File: config.mk
export PLATFORM = sky130hd
export DESIGN_NAME = port_power_overcurrent_ctrl
export DESIGN_NICKNAME = d
export VERILOG_FILES = /design/src/port_pwr_pkg.sv /design/src/port_power_overcurrent_ctrl.sv
export SDC_FILE = /design/constraint.sdc
export NUM_CORES = 1
export LEC_CHECK = 0
export BUFFER_PORTS_ARGS = -buffer_cell sky130_fd_sc_hd__buf_2
export CAP_MARGIN = 20
export CORE_MARGIN = 1
export CORE_UTILIZATION = 40
export CTS_BUF_LIST = sky130_fd_sc_hd__clkbuf_4 sky130_fd_sc_hd__clkbuf_8
export DETAILED_ROUTE_END_ITERATION = 8
export GPL_TIMING_DRIVEN = 1
export SLEW_MARGIN = 30
export SYNTH_ARGS = -nofsm -noshare
export SYNTH_HDL_FRONTEND = slang
export SYNTH_SLANG_ARGS = --single-unit
File: constraint.sdc
create_clock -name i_core_clk -period 2.3 [get_ports i_core_clk]
set_input_delay 0 -clock i_core_clk [delete_from_list [all_inputs] [get_ports i_core_clk]]
set_output_delay 0 -clock i_core_clk [all_outputs]
set_load 0.005 [all_outputs]
File: src/port_pwr_pkg.sv
// Purpose: Shared constants for downstream port power and over-current control
// Assumes: Core clock at 250 MHz, one sense tick every microsecond
// Notes: Times kept in printed units, tick counts derived below
package port_pwr_pkg;

    localparam int CLK_MHZ = 250;
    localparam int NS_PER_US = 1000;
    localparam int NS_PER_MS = 1000000;
    localparam int TICK_NS = 1000;
    localparam int TICK_CYCLES = TICK_NS * CLK_MHZ / NS_PER_US;

    // Single low pulse is a least time: round up
    localparam int OCS_SINGLE_MS = 5;
    localparam int OCS_SINGLE_TICKS = (OCS_SINGLE_MS * NS_PER_MS + TICK_NS - 1) / TICK_NS;

    // Double pulse window is a longest time: round down
    localparam int OCS_DOUBLE_MS = 20;
    localparam int OCS_DOUBLE_TICKS = OCS_DOUBLE_MS * NS_PER_MS / TICK_NS;

    // Inrush blanking after power is applied
    localparam int OCS_BLANK_US = 100;
    localparam int OCS_BLANK_TICKS = OCS_BLANK_US * NS_PER_US / TICK_NS;

    localparam int NUM_PORTS = 2;
    localparam int CNT_W = 16;
    localparam int DIV_W = 8;

    localparam logic PIN_IDLE = 1'b1;
    localparam logic PIN_DRIVE_VAL = 1'b0;

endpackage : port_pwr_pkg

File: src/port_power_overcurrent_ctrl.sv
// Purpose: Port power switching and filtered over-current sensing on shared pins
// Assumes: Pin inputs asynchronous; all control inputs on i_core_clk
// Notes: Open-drain pins are split into input, output and output enable
//
// Notes on behaviour
// Combined mode: one pin per port carries power enable and over-current sense.
// Power off: drive pin low and switch its pull-up off; the code releases pins with pull-up off until the first clock after reset.
// Power on: release driver, enable pull-up, pin reads high.
// External switch pulls line low on over-current; read through input buffer.
// While enabled, pin level is sampled continuously for over-current detection.
// Uninterrupted low samples for the single-pulse time flag over-current.
// Two separate low groups within the rolling double window flag over-current.
// Transient lows during power-up must not cause false over-current events.
// Ganged mode: one shared pin controls power and senses for all ports.
// Power and over-current controllable by hub logic or by the processor.
// Battery charging ports indicate high-current supply on their own pin; the code drives o_bc_supply_ind in combined mode only, low in ganged mode.
// Single low pulse must last at least five milliseconds.
// Double pulse rolling window is at most twenty milliseconds.
// Over-current latches a per-port flag and removes power until cleared.
module port_power_overcurrent_ctrl
    import port_pwr_pkg::*;
#(
    parameter int NPORTS = port_pwr_pkg::NUM_PORTS,
    parameter int TICK_CYC = port_pwr_pkg::TICK_CYCLES,
    parameter int SINGLE_TICKS = port_pwr_pkg::OCS_SINGLE_TICKS,
    parameter int DOUBLE_TICKS = port_pwr_pkg::OCS_DOUBLE_TICKS,
    parameter int BLANK_TICKS = port_pwr_pkg::OCS_BLANK_TICKS
)
(
    // Clock and reset
    input wire logic i_core_clk,
    input wire logic i_sys_rst,
    // Mode selection
    input wire logic i_ganged_mode,
    input wire logic i_cpu_ctrl_sel,
    // Per-port requests from hub logic and processor
    input wire logic [NPORTS-1:0] i_hub_pwr_req,
    input wire logic [NPORTS-1:0] i_cpu_pwr_req,
    input wire logic [NPORTS-1:0] i_hub_oc_clear,
    input wire logic [NPORTS-1:0] i_cpu_oc_clear,
    input wire logic [NPORTS-1:0] i_bc_enable,
    // Per-port power and sense pins
    input wire logic [NPORTS-1:0] i_port_power_sense_pin,
    output logic [NPORTS-1:0] o_port_power_sense_pin_o,
    output logic [NPORTS-1:0] o_port_power_sense_pin_oe,
    output logic [NPORTS-1:0] o_port_pullup_en,
    // Shared pin for ganged mode
    input wire logic i_shared_power_sense_pin,
    output logic o_shared_power_sense_pin_o,
    output logic o_shared_power_sense_pin_oe,
    output logic o_shared_pullup_en,
    // Status
    output logic [NPORTS-1:0] o_port_power_on,
    output logic [NPORTS-1:0] o_oc_flag,
    output logic [NPORTS-1:0] o_oc_event,
    output logic [NPORTS-1:0] o_bc_supply_ind
);
    import port_pwr_pkg::*;

    localparam logic [DIV_W-1:0] TICK_LAST = DIV_W'(TICK_CYC - 1);
    localparam logic [CNT_W-1:0] SINGLE_LIM = CNT_W'(SINGLE_TICKS);
    localparam logic [CNT_W-1:0] DOUBLE_LIM = CNT_W'(DOUBLE_TICKS);
    localparam logic [CNT_W-1:0] BLANK_LIM = CNT_W'(BLANK_TICKS);

    function automatic logic [CNT_W-1:0] sat_inc(input logic [CNT_W-1:0] v, input logic [CNT_W-1:0] lim);
        sat_inc = (v >= lim) ? lim : CNT_W'(v + 1'b1);
    endfunction : sat_inc

    ////////////////////////////////////////////////////////////////////////
    // Pin synchronisers and sense tick
    logic [NPORTS-1:0] port_meta_q, port_meta_d, port_sync_q, port_sync_d;
    logic shared_meta_q, shared_meta_d, shared_sync_q, shared_sync_d;
    logic [DIV_W-1:0] div_q, div_d;
    logic tick_q, tick_d;

    always_comb
    begin
        port_meta_d = i_port_power_sense_pin;
        port_sync_d = port_meta_q;
        shared_meta_d = i_shared_power_sense_pin;
        shared_sync_d = shared_meta_q;
        tick_d = (div_q == TICK_LAST);
        div_d = tick_d ? '0 : DIV_W'(div_q + 1'b1);
    end

    always_ff @(posedge i_core_clk)
    begin
        if (i_sys_rst)
        begin
            port_meta_q <= {NPORTS{PIN_IDLE}};
            port_sync_q <= {NPORTS{PIN_IDLE}};
            shared_meta_q <= PIN_IDLE;
            shared_sync_q <= PIN_IDLE;
            div_q <= '0;
            tick_q <= 1'b0;
        end
        else
        begin
            port_meta_q <= port_meta_d;
            port_sync_q <= port_sync_d;
            shared_meta_q <= shared_meta_d;
            shared_sync_q <= shared_sync_d;
            div_q <= div_d;
            tick_q <= tick_d;
        end
    end

    ////////////////////////////////////////////////////////////////////////
    // Over-current detection, one channel per port; channel 0 serves the shared pin
    logic [NPORTS-1:0] port_on_q, port_on_d, oc_q, oc_d, ev_q, ev_d;
    logic shared_on_q, shared_on_d;
    logic [NPORTS-1:0] prev_low_q, prev_low_d, first_q, first_d;
    logic [CNT_W-1:0] low_cnt_q [NPORTS];
    logic [CNT_W-1:0] low_cnt_d [NPORTS];
    logic [CNT_W-1:0] win_q [NPORTS];
    logic [CNT_W-1:0] win_d [NPORTS];
    logic [CNT_W-1:0] blank_q [NPORTS];
    logic [CNT_W-1:0] blank_d [NPORTS];
    logic [NPORTS-1:0] det, set, clr, req;
    logic ch_active, ch_low;

    always_comb
    begin
        ch_active = 1'b0;
        ch_low = 1'b0;
        det = '0;
        for (int ch = 0; ch < NPORTS; ch++)
        begin
            // Ganged mode senses only the shared pin on channel 0
            if (i_ganged_mode)
            begin
                ch_active = (ch == 0) && shared_on_q;
                ch_low = ~shared_sync_q;
            end
            else
            begin
                ch_active = port_on_q[ch];
                ch_low = ~port_sync_q[ch];
            end
            low_cnt_d[ch] = low_cnt_q[ch];
            win_d[ch] = win_q[ch];
            blank_d[ch] = blank_q[ch];
            prev_low_d[ch] = prev_low_q[ch];
            first_d[ch] = first_q[ch];
            if (!ch_active)
            begin
                // Idle channel forgets all history
                low_cnt_d[ch] = '0;
                win_d[ch] = '0;
                blank_d[ch] = '0;
                prev_low_d[ch] = 1'b0;
                first_d[ch] = 1'b0;
            end
            else if (tick_q && blank_q[ch] < BLANK_LIM)
            begin
                blank_d[ch] = sat_inc(blank_q[ch], BLANK_LIM);
            end
            else if (tick_q)
            begin
                // Sampled every tick while powered, once blanking has ended
                prev_low_d[ch] = ch_low;
                low_cnt_d[ch] = ch_low ? sat_inc(low_cnt_q[ch], SINGLE_LIM) : '0;
                if (ch_low && low_cnt_d[ch] >= SINGLE_LIM)
                    det[ch] = 1'b1;
                if (first_q[ch])
                begin
                    win_d[ch] = sat_inc(win_q[ch], DOUBLE_LIM);
                    if (win_d[ch] >= DOUBLE_LIM)
                        first_d[ch] = 1'b0;
                end
                if (ch_low && !prev_low_q[ch])
                begin
                    // New low group: second one inside the window trips
                    if (first_q[ch] && win_q[ch] < DOUBLE_LIM)
                        det[ch] = 1'b1;
                    else
                    begin
                        first_d[ch] = 1'b1;
                        win_d[ch] = '0;
                    end
                end
            end
        end
    end

    always_comb
    begin
        for (int p = 0; p < NPORTS; p++)
        begin
            // Processor takes over power and clear when selected
            req[p] = (i_cpu_ctrl_sel ? i_cpu_pwr_req[p] : i_hub_pwr_req[p]) | i_bc_enable[p];
            clr[p] = i_cpu_ctrl_sel ? i_cpu_oc_clear[p] : i_hub_oc_clear[p];
            set[p] = i_ganged_mode ? det[0] : det[p];
        end
        // Set beats clear in the same cycle
        oc_d = set | (oc_q & ~clr);
        ev_d = set;
        port_on_d = i_ganged_mode ? '0 : (req & ~oc_d);
        shared_on_d = i_ganged_mode && (|req) && !(|oc_d);
    end

    always_ff @(posedge i_core_clk)
    begin
        if (i_sys_rst)
        begin
            port_on_q <= '0;
            shared_on_q <= 1'b0;
            oc_q <= '0;
            ev_q <= '0;
            prev_low_q <= '0;
            first_q <= '0;
            for (int ch = 0; ch < NPORTS; ch++)
            begin
                low_cnt_q[ch] <= '0;
                win_q[ch] <= '0;
                blank_q[ch] <= '0;
            end
        end
        else
        begin
            port_on_q <= port_on_d;
            shared_on_q <= shared_on_d;
            oc_q <= oc_d;
            ev_q <= ev_d;
            prev_low_q <= prev_low_d;
            first_q <= first_d;
            for (int ch = 0; ch < NPORTS; ch++)
            begin
                low_cnt_q[ch] <= low_cnt_d[ch];
                win_q[ch] <= win_d[ch];
                blank_q[ch] <= blank_d[ch];
            end
        end
    end

    ////////////////////////////////////////////////////////////////////////
    // Pin drivers, registered so outputs come straight from flops
    logic [NPORTS-1:0] pin_oe_q, pin_oe_d, pull_q, pull_d, bc_q, bc_d;
    logic sh_oe_q, sh_oe_d, sh_pull_q, sh_pull_d;
    logic [NPORTS-1:0] pwr_q, pwr_d;

    always_comb
    begin
        // Unused pin set stays released with pull-up off
        pin_oe_d = i_ganged_mode ? '0 : ~port_on_d;
        pull_d = i_ganged_mode ? '0 : port_on_d;
        sh_oe_d = i_ganged_mode && !shared_on_d;
        sh_pull_d = shared_on_d;
        bc_d = i_ganged_mode ? '0 : (i_bc_enable & port_on_d);
        // Registered so the status never follows the mode input combinationally
        pwr_d = i_ganged_mode ? {NPORTS{shared_on_d}} : port_on_d;
    end

    always_ff @(posedge i_core_clk)
    begin
        if (i_sys_rst)
        begin
            pin_oe_q <= '0;
            pull_q <= '0;
            sh_oe_q <= 1'b0;
            sh_pull_q <= 1'b0;
            bc_q <= '0;
            pwr_q <= '0;
        end
        else
        begin
            pwr_q <= pwr_d;
            pin_oe_q <= pin_oe_d;
            pull_q <= pull_d;
            sh_oe_q <= sh_oe_d;
            sh_pull_q <= sh_pull_d;
            bc_q <= bc_d;
        end
    end

    // Driven value is always low; only the enable moves
    assign o_port_power_sense_pin_o = {NPORTS{PIN_DRIVE_VAL}};
    assign o_shared_power_sense_pin_o = PIN_DRIVE_VAL;
    assign o_port_power_sense_pin_oe = pin_oe_q;
    assign o_port_pullup_en = pull_q;
    assign o_shared_power_sense_pin_oe = sh_oe_q;
    assign o_shared_pullup_en = sh_pull_q;
    assign o_port_power_on = pwr_q;
    assign o_oc_flag = oc_q;
    assign o_oc_event = ev_q;
    assign o_bc_supply_ind = bc_q;

endmodule : port_power_overcurrent_ctrl

==> results of run 1 <==
[power breakdown]
| part | internal (mW) | total (mW) | switching (mW) |
|---|---|---|---|
| clock | 1.30 | 2.20 | 0.900 |
| sequential | 2.29 | 2.30 | 0.0123 |
| combinational | 0.0580 | 0.134 | 0.0759 |
[routing by layer]
metal	vias up	share of wire, %	routed length, um
met2	119	45	6934
met4	0	0.90	138
met1	2732	50	7563
met5	-	0	0
met3	13	4.2	635
li1	2947	-	-
[flip-flops by register name (all words and copies together), names as in the netlist]
name	cells
blank_q	32
div_q	8
first_q	2
low_cnt_q	32
o_bc_supply_ind	2
o_oc_event	2
o_oc_flag	2
o_port_power_on	2
o_port_power_sense_pin_oe	2
o_port_pullup_en	2
o_shared_power_sense_pin_oe	1
o_shared_pullup_en	1
port_meta_q	2
port_on_q	2
port_sync_q	2
prev_low_q	2
shared_meta_q	1
shared_sync_q	1
tick_q	1
win_q	32
[cells by family after synthesis]
| group | synth area share (%) |
|---|---|
| buf+inv | 4.025 |
| mux | 1.567 |
| xor+xnor | 3.386 |
| flops | 40.56 |
| fa+ha+maj | 2.709 |
| simple gates | 28.70 |
| other cells | 0.05799 |
| compound gates | 19.00 |
[worst min path at each step]
stage,slack [ps],end,cells after the start,start
2_1_floorplan,100,port_meta_q[0]$_SDFF_PP1_,1,i_port_power_sense_pin[0]
3_3_place_gp,210,port_meta_q[1]$_SDFF_PP1_,2,i_port_power_sense_pin[1]
3_5_place_dp,200,port_meta_q[1]$_SDFF_PP1_,2,i_port_power_sense_pin[1]
4_1_cts,20,o_port_pullup_en[1]$_SDFF_PP0_,4,i_hub_oc_clear[1]
5_1_grt,30,o_port_pullup_en[1]$_SDFF_PP0_,4,i_hub_oc_clear[1]
6_report,50,o_port_pullup_en[1]$_SDFF_PP0_,4,i_hub_oc_clear[1]
[placed cells by master, fill, tap and decap left out, drive strengths merged, types with 10 or more instances in the layout]
cell         synthesis  final
and3                29     29
xnor2               11     11
o21ai               48     48
inv                 20     20
nor4                10     10
or2                 10     10
and2                27     27
clkbuf              30     23
xor2                14     14
ha                  14     14
nor2                91     91
nand3               27     27
dfxtp              131    131
buf                 10     73
a21oi               68     68
nand4               20     20
nor3                19     19
nand2               72     72
dlygate4sd3          0     10
[worst max-delay path: cells and delay by family, from the launching register on]
kind                   cells  cell delay [ps]
and+or+nand+nor            3              760
DFF                        1              310
buffers and inverters      1              200
AOI/OAI and AO/OA          4              770
[area by class of cell]
| class | instances | area (um2) |
|---|---|---|
| tap | 216 | 270.3 |
| clock inverter | 9 | 151.4 |
| sequential | 131 | 2628 |
| fill | 1540 | 8212 |
| timing repair buffer | 83 | 585.6 |
| inverter | 20 | 75.07 |
| clock buffer | 23 | 297.8 |
| multi-input combinational | 597 | 3608 |
[metrics by stage]
stage | std cells | area, um2 | setup slack, ps
floorplan | 788 | 6474 | 159.0
global placement | 1037 | 7044 | 125.5
detailed placement | 1037 | 7044 | 78.57
CTS | 1079 | 7594 | 42.66
global route | 1079 | 7616 | 4.800
finish | 1079 | 7616 | 115.1
[repair_timing]
item / in CTS / in global routing
hold buffers: 10 / 0
setup endpoints to repair: 0 / 22
endpoints found under the hold margin: 18 / 0
gates resized for setup: 0 / 12
==> out/qor.csv, run 1 <==
stage,metric,value,unit
status,status,completed,
sta,fin_hold_ws,51.61,ps
global_routing,use_met1,26.76,%
floorplanning,rows,46,
synth,synth.yosys.seq_area_share,40.56,%
global_routing,grt.overflow.total,0,
cells_and_area,fin_util,48.12,%
sta,rsz0062_at_grt,no,
clock_network,cts_made_buffers,17,
route,antenna_left,0,
global_routing,grt_use_total,19.77,%
floorplanning,start_util,40.85,%
worst_setup_path,startpoint_type,flip-flop,
power_and_ir_drop,p_total,4.634,mW
sta,setup_viol,0,
worst_setup_path,cp-endpoint,win_q[0][11]$_SDFFE_PP0P_,
synth,ys_ff_latch,131,
synth,postSynthCellCount,786,
worst_setup_path,cp_slowest_cell,o41a_1,
synth,synth_top_area_share,40.56,%
floorplanning,core_area,15830,um2
worst_setup_path,cp_max_fo,11,
worst_setup_path,r2r_slack,120,ps
route,drc,0,
sta,fin_crit_sh,95.00,%
global_routing,met2_usage,30.99,%
clock_network,clk_latency,450,ps
synth,synthTopCellsByCount,"131 x dfxtp_1, 90 x nor2_1, 69 x nand2_1",
synth,synth_enable_flop_cells,0,
placement,place.gp.congestion,0.9029,
hold_path,min_path_type,in2reg,
floorplanning,fp.dieArea,16680,um2
synth,avgSynthCellArea,8.227,um2
cells_and_area,drive_gt1_share,16.80,%
run,cap_violations,0,
worst_setup_path,endpoint_kind,flip-flop,
clock_network,clk_pin_slew_worst_paths,70,ps
synth,synth_ff_type,dfxtp_1,
clock_network,cts_tree,done,
floorplanning,chipHeight,129.1,um
cells_and_area,area_growth,17.78,%
cells_and_area,nets,881,
worst_setup_path,required,2610,ps
worst_setup_path,max_stage_delay,480,ps
synth,synthTopCellsByArea,"dfxtp_1 41%, nor2_1 5.2%, a21oi_1 5.0%",
sta,max_freq,0.4577,GHz
global_routing,met3_usage,4.955,%
clock_network,numClockSinks,131,
route,vias_per_cell,5.386,
placement,dpl.hpwl,10840,um
route,routed_wl,15270,um
synth,synth_area,6466,um2
worst_setup_path,r2r-end,win_q[0][11]$_SDFFE_PP0P_,
power_and_ir_drop,peakVddDrop,0.3709,mV
placement,port_buffers,30,
synth,yosys.area.top_type,dfxtp_1,
synth,synth_most_common_cell,dfxtp_1,
worst_setup_path,arrival,2490,ps
route,wl_per_cell,14.15,um
worst_setup_path,critical_path_class,reg2reg,
route,num_vias,5811,
worst_setup_path,critical_path.cell_chain,"or3_1, o41a_1, buf_4, nand2_1, a21oi_2, nor2b_1, o21ai_1, a21oi_1",
power_and_ir_drop,power.density,608.5,nW/um2
power_and_ir_drop,p_leak,2.768,nW
synth,post_synth_num_cell_types,74,
sta,tightestPinTransition,598.0,ps
global_routing,grt_max_degree,36,
global_routing,top_usage_layer,met2,
route,drtIter0Drc,275,
global_routing,antenna_found_initial,0,
sta,hold_violations,0,
sta,fin_skew,14.63,ps
global_routing,grt_pass1_vias,5466,
synth,synthArstFlopShare,0,%
route,first_pass_iters,5,
floorplanning,ios,34,
sta,fin_crit,2185,ps
worst_setup_path,crit_start,blank_q[0][7]$_SDFFE_PP0P_,
worst_setup_path,timing.rr.start,blank_q[0][7]$_SDFFE_PP0P_,
sta,tns,0,ps
sta,report.final.slew_viol_count,0,
global_routing,grt_first_pass_wirelength,26240,um
worst_setup_path,ff2ff_path_depth,8,
cells_and_area,diodes,0,
clock_network,cts_buffer_depth,2,
clock_network,clockRootBuffer,clkbuf_8,
clock_network,htree_levels,4,
sta,relSlewSlack,60.14,%
synth,yosys_warnings,0,
clock_network,post-cts-setup-buffers,0,
floorplanning,die-width,129.1,um
Power figures use the tool's default switching activity.
==> inputs of run 2 (changes only) <==
SETUP_SLACK_MARGIN = 0.5   (was unset)
clock period = 2.5 ns   (was 2.3 ns; I/O delays follow)
==> out/qor.csv, run 2 (synthesized netlist as in run 1, its figures left out) <==
stage,metric,value,unit
status,status,completed,
worst_setup_path,ff2ff_path_depth,7,
clock_network,cts_made_buffers,17,
worst_setup_path,arrival,2520,ps
power_and_ir_drop,p_seq_share,53.1,%
global_routing,grt_max_degree,36,
cells_and_area,area_growth,28.12,%
hold_path,whs_path_depth,3,
sta,fin_crit,2143,ps
clock_network,numClockSinks,131,
route,drc,0,
power_and_ir_drop,p_total,3.971,mW
global_routing,antenna_found_initial,0,
clock_network,clockRootBuffer,clkbuf_8,
sta,fin_crit_sh,85.71,%
floorplanning,fp.dieArea,16680,um2
hold_path,min_path_type,in2reg,
power_and_ir_drop,power_frac_clock,43.6,%
power_and_ir_drop,p_sw_share,23.36,%
route,first_pass_iters,5,
worst_setup_path,cp_max_fo,8,
cells_and_area,final_cells,1098,
floorplanning,ios,34,
sta,setup_viol,0,
floorplanning,rows,46,
placement,dp_cells,1017,
power_and_ir_drop,peakVddDrop,0.3630,mV
worst_setup_path,required,2880,ps
power_and_ir_drop,pwr-share-comb,3.3,%
worst_setup_path,r2r_slack,360,ps
hold_path,hp-start,i_cpu_ctrl_sel,
power_and_ir_drop,intPower,3.043,mW
sta,hold_violations,0,
floorplanning,chipHeight,129.1,um
global_routing,grt_pass1_vias,5553,
worst_setup_path,critical_path_class,reg2reg,
sta,max_freq,0.4667,GHz
cells_and_area,nets,901,
route,vias_per_cell,5.499,
clock_network,cts_buffer_depth,2,
power_and_ir_drop,power.density,479.3,nW/um2
route,drtIter0Drc,382,
route,wl_per_cell,15.32,um
sta,rsz0062_at_grt,yes,
cells_and_area,drive_gt1_share,28.23,%
worst_setup_path,endpoint_kind,flip-flop,
cells_and_area,final_common_cell,dfxtp_1,
global_routing,grt_first_pass_wirelength,26400,um
worst_setup_path,startpoint_type,flip-flop,
worst_setup_path,r2r-end,o_port_power_on[0]$_SDFF_PP0_,
sta,fin_skew,8.212,ps
route,routed_wl,16820,um
placement,place.gp.congestion,0.8320,
floorplanning,die-width,129.1,um
sta,tns,0,ps
power_and_ir_drop,p_leak,2.999,nW
cells_and_area,top_regs,"blank_q: 32 flops, low_cnt_q: 32 flops, win_q: 32 flops",
power_and_ir_drop,power.switching,0.9277,mW
floorplanning,start_util,40.85,%
sta,tightestPinTransition,834.8,ps
run,cap_violations,0,
cells_and_area,final.fill_count,1462,
hold_path,min_to,o_port_power_sense_pin_oe[1]$_SDFF_PP0_,
cells_and_area,final_cell_mix,"103 x dfxtp_1, 86 x nor2_1, 64 x nand2_1",
global_routing,grt.overflow.total,0,
route,antenna_left,0,
worst_setup_path,timing.rr.start,low_cnt_q[0][4]$_SDFFE_PP0P_,
route,num_vias,6038,
clock_network,htree_levels,4,
global_routing,grt_use_total,19.90,%
placement,port_buffers,30,
sta,relSlewSlack,44.14,%
clock_network,cts_tree,done,
cells_and_area,diodes,0,
sta,report.final.slew_viol_count,0,
placement,dpl.hpwl,10780,um
clock_network,clk_pin_slew_worst_paths,70,ps
clock_network,clk_latency,450,ps
floorplanning,core_area,15830,um2
## run 2: area by class of cell
| type | instances | area (um2) | area share [%] |
|---|---|---|---|
| Multi-Input combinational cell | 598 | 4076 | 49.21 |
| Inverter | 20 | 75.07 | 0.9062 |
| Tap cell | 216 | 270.3 | 3.262 |
| Clock inverter | 9 | 80.08 | 0.9666 |
| Timing Repair Buffer | 102 | 815.8 | 9.847 |
| Sequential cell | 131 | 2670 | 32.23 |
| Clock buffer | 22 | 296.5 | 3.580 |
## run 2: worst max-delay path, cell delays in order (launching register included)
cell and delay, ps:
dfxtp_4 350, or4_4 510, a311o_1 330, a21oi_2 190, buf_6 150, o311a_4 190
o21a_4 180, a21boi_2 170
## run 2: routing by layer
layer	track usage (%)	wire (um)	share of wire [%]	vias up
li1	-	-	-	2990
met3	4.583	573	3.4	25
met4	7.682	314	1.9	0
met1	25.01	7869	47	2911
met2	33.05	8067	48	112
met5	0	0	0	-
## run 2: worst max path at each step
stage               cells after the start  slack (ps)                       endpoint                         start
floorplan                               7         500  o_bc_supply_ind[0]$_SDFF_PP0_  low_cnt_q[0][0]$_SDFFE_PP0P_
global placement                        7         300  o_port_power_on[1]$_SDFF_PP0_     win_q[0][21]$_SDFFE_PP0P_
detailed placement                      7         230  o_port_power_on[1]$_SDFF_PP0_     win_q[0][21]$_SDFFE_PP0P_
CTS                                     8         400      win_q[0][11]$_SDFFE_PP0P_   blank_q[0][11]$_SDFFE_PP0P_
global route                            7         250  o_port_power_on[0]$_SDFF_PP0_  low_cnt_q[0][4]$_SDFFE_PP0P_
finish                                  7         360  o_port_power_on[0]$_SDFF_PP0_  low_cnt_q[0][4]$_SDFFE_PP0P_
## run 2: stage by stage
stage / area, um2 / setup slack, ps / hold WS (ps) / utilization (%)
5_1_grt: 8284 / 254.1 / 61.64 / 52.34
3_5_place_dp: 6919 / 234.9 / 196.2 / 43.72
3_3_place_gp: 6919 / 303.7 / 204.7 / 43.72
6_report: 8284 / 357.2 / 70.40 / 52.34
2_1_floorplan: 6511 / 504.5 / 103.8 / -
4_1_cts: 7787 / 401.7 / 39.85 / 49.20
## run 2: power by group through the flow
stage	Combinational, mW	Sequential [mW]	Clock [mW]
after global routing	0.142	2.11	1.87
after global placement	0.108	2.16	0
final	0.131	2.11	1.73
after floorplan	0.0639	2.16	0
after detailed placement	0.110	2.16	0
after CTS	0.127	2.11	1.77
## run 2: repair_timing
| action | CTS | global route |
|---|---|---|
| hold buffers | 12 | 0 |
| resized for setup | 64 | 88 |
| pin swaps | 13 | 43 |
| endpoints found under the hold margin | 20 | 0 |
| buffers inserted | 17 | 18 |
| gates cloned | 1 | 2 |
| setup endpoints to repair | 67 | 75 |
==> inputs of run 3 (changes only) <==
SETUP_SLACK_MARGIN = 0.05   (was 0.5)
==> out/qor.csv, run 3 (synthesized netlist as in run 1, its figures left out) <==
stage,metric,value,unit
floorplanning,fp.dieArea,16680,um2
global_routing,grt_max_degree,36,
floorplanning,start_util,40.85,%
power_and_ir_drop,p_total,4.093,mW
sta,relSlewSlack,42.78,%
route,first_pass_iters,4,
placement,dpl.hpwl,10870,um
clock_network,numClockSinks,131,
worst_setup_path,timing.rr.start,win_q[0][21]$_SDFFE_PP0P_,
cells_and_area,drive_gt1_share,14.12,%
clock_network,htree_levels,4,
cells_and_area,final_common_cell,dfxtp_1,
sta,fin_skew,13.96,ps
global_routing,grt_use_total,19.61,%
cells_and_area,top_regs,"blank_q: 32 flops, low_cnt_q: 32 flops, win_q: 32 flops",
clock_network,clockRootBuffer,clkbuf_8,
cells_and_area,nets,861,
power_and_ir_drop,p_leak,2.639,nW
sta,rsz0062_at_grt,yes,
placement,post_dp_cell_area,6902,um2
sta,report.final.slew_viol_count,0,
cells_and_area,diodes,0,
route,antenna_left,0,
floorplanning,chipHeight,129.1,um
sta,setup_slack,190.3,ps
sta,hold_violations,0,
floorplanning,ios,34,
route,routed_wl,15450,um
worst_setup_path,startpoint_type,flip-flop,
hold_path,hp-start,i_hub_oc_clear[1],
worst_setup_path,cp_max_fo,8,
worst_setup_path,endpoint_kind,flip-flop,
placement,dp_slack,131.2,ps
global_routing,grt.overflow.total,0,
cells_and_area,area_growth,14.73,%
route,wl_per_cell,14.59,um
placement,port_buffers,30,
route,drc,0,
worst_setup_path,required,2870,ps
cells_and_area,final_cell_mix,"129 x dfxtp_1, 90 x nor2_1, 69 x nand2_1",
worst_setup_path,r2r_slack,190,ps
route,vias_per_cell,5.510,
global_routing,grt_first_pass_wirelength,26000,um
clock_network,cts_tree,done,
global_routing,grt_pass1_vias,5422,
worst_setup_path,ff2ff_path_depth,6,
cells_and_area,fin_util,46.87,%
clock_network,clk_latency,440,ps
global_routing,antenna_found_initial,0,
route,drtIter0Drc,306,
hold_path,min_to,o_port_pullup_en[1]$_SDFF_PP0_,
sta,fin_crit,2310,ps
floorplanning,die-width,129.1,um
power_and_ir_drop,power.density,551.7,nW/um2
sta,fin_crit_sh,92.39,%
cells_and_area,final.fill_count,1544,
power_and_ir_drop,peakVddDrop,0.3206,mV
clock_network,clk_pin_slew_worst_paths,70,ps
floorplanning,core_area,15830,um2
cells_and_area,finalInstanceArea,7418,um2
status,status,completed,
run,cap_violations,0,
worst_setup_path,r2r-end,win_q[0][19]$_SDFFE_PP0P_,
sta,tightestPinTransition,855.1,ps
sta,max_freq,0.4330,GHz
placement,place.gp.congestion,0.8583,
sta,setup_viol,0,
hold_path,whs_path_depth,4,
worst_setup_path,critical_path_class,reg2reg,
clock_network,cts_made_buffers,17,
worst_setup_path,arrival,2680,ps
hold_path,min_path_type,in2reg,
clock_network,cts_buffer_depth,2,
floorplanning,rows,46,
route,num_vias,5835,
run 3: changes by cell type in the layout (fill, tap and decap cells not counted), moves of 5 or more:
| cell | delta |
|---|---|
| dfxtp_1 | +26 |
| nand2_1 | +5 |
| dfxtp_2 | -21 |
| a21oi_1 | +11 |
| and2_4 | -6 |
| buf_4 | -21 |
| o21ai_0 | +15 |
| a21oi_2 | -10 |
| o21ai_1 | -10 |
| buf_6 | -12 |
| dfxtp_4 | -5 |
run 3: worst max-delay path: stages (launching register included):
cell and delay (ps):
dfxtp_1 380, nor4_2 430, o311a_1 410, and2_1 260, o21ai_1 130, or4_1 480
a21oi_1 150
run 3: worst max-delay path by stage:
stage                                    endpoint  slack (ps)  cells after the start                     startpoint
floorplan           o_port_power_on[1]$_SDFF_PP0_         360                      8  low_cnt_q[0][16]$_SDFFE_PP0P_
global placement     low_cnt_q[0][4]$_SDFFE_PP0P_         180                      6   low_cnt_q[0][4]$_SDFFE_PP0P_
detailed placement   low_cnt_q[0][6]$_SDFFE_PP0P_         130                      6   low_cnt_q[0][4]$_SDFFE_PP0P_
CTS                  low_cnt_q[0][6]$_SDFFE_PP0P_         110                      6   low_cnt_q[0][4]$_SDFFE_PP0P_
global route            win_q[0][19]$_SDFFE_PP0P_         -10                      6      win_q[0][21]$_SDFFE_PP0P_
finish                  win_q[0][19]$_SDFFE_PP0P_         190                      6      win_q[0][21]$_SDFFE_PP0P_
run 3: area by class of cell:
class | instances | area (um2) | share of cell area [%]
inverters | 20 | 75.07 | 1.012
repair buffers | 63 | 432.9 | 5.836
clock buffers | 24 | 317.8 | 4.284
flip-flops and latches | 131 | 2625 | 35.39
multi-input cells | 597 | 3598 | 48.51
well taps | 216 | 270.3 | 3.643
clock inverters | 8 | 98.84 | 1.332
run 3: layer usage:
metal / global-route usage (%) / up-vias / wire length (um)
met4: 8.374 / 0 / 251
met2: 31.91 / 135 / 7248
met5: 0 / - / 0
met3: 3.964 / 19 / 651
met1: 25.22 / 2778 / 7299
li1: - / 2903 / -
run 3: what timing repair did:
item,CTS,global route
hold buffers,9,0
hold endpoints to repair,17,0
gates resized for setup,0,5
setup endpoints to repair,0,16
buffers inserted,0,0
run 3: metrics by stage:
step           instances  hold slack, ps  TNS (ps)
3_5_place_dp        1018           188.3         0
2_1_floorplan        788           103.8         0
4_1_cts             1059           29.58         0
5_1_grt             1059           73.54    -14.66
3_3_place_gp        1018           190.4         0
6_report            1059           69.47         0
run 3: where the power goes:
part	total, mW	internal, mW	switching, mW
clock network	1.86	1.04	0.818
registers	2.12	2.10	0.0111
logic	0.121	0.0517	0.0697
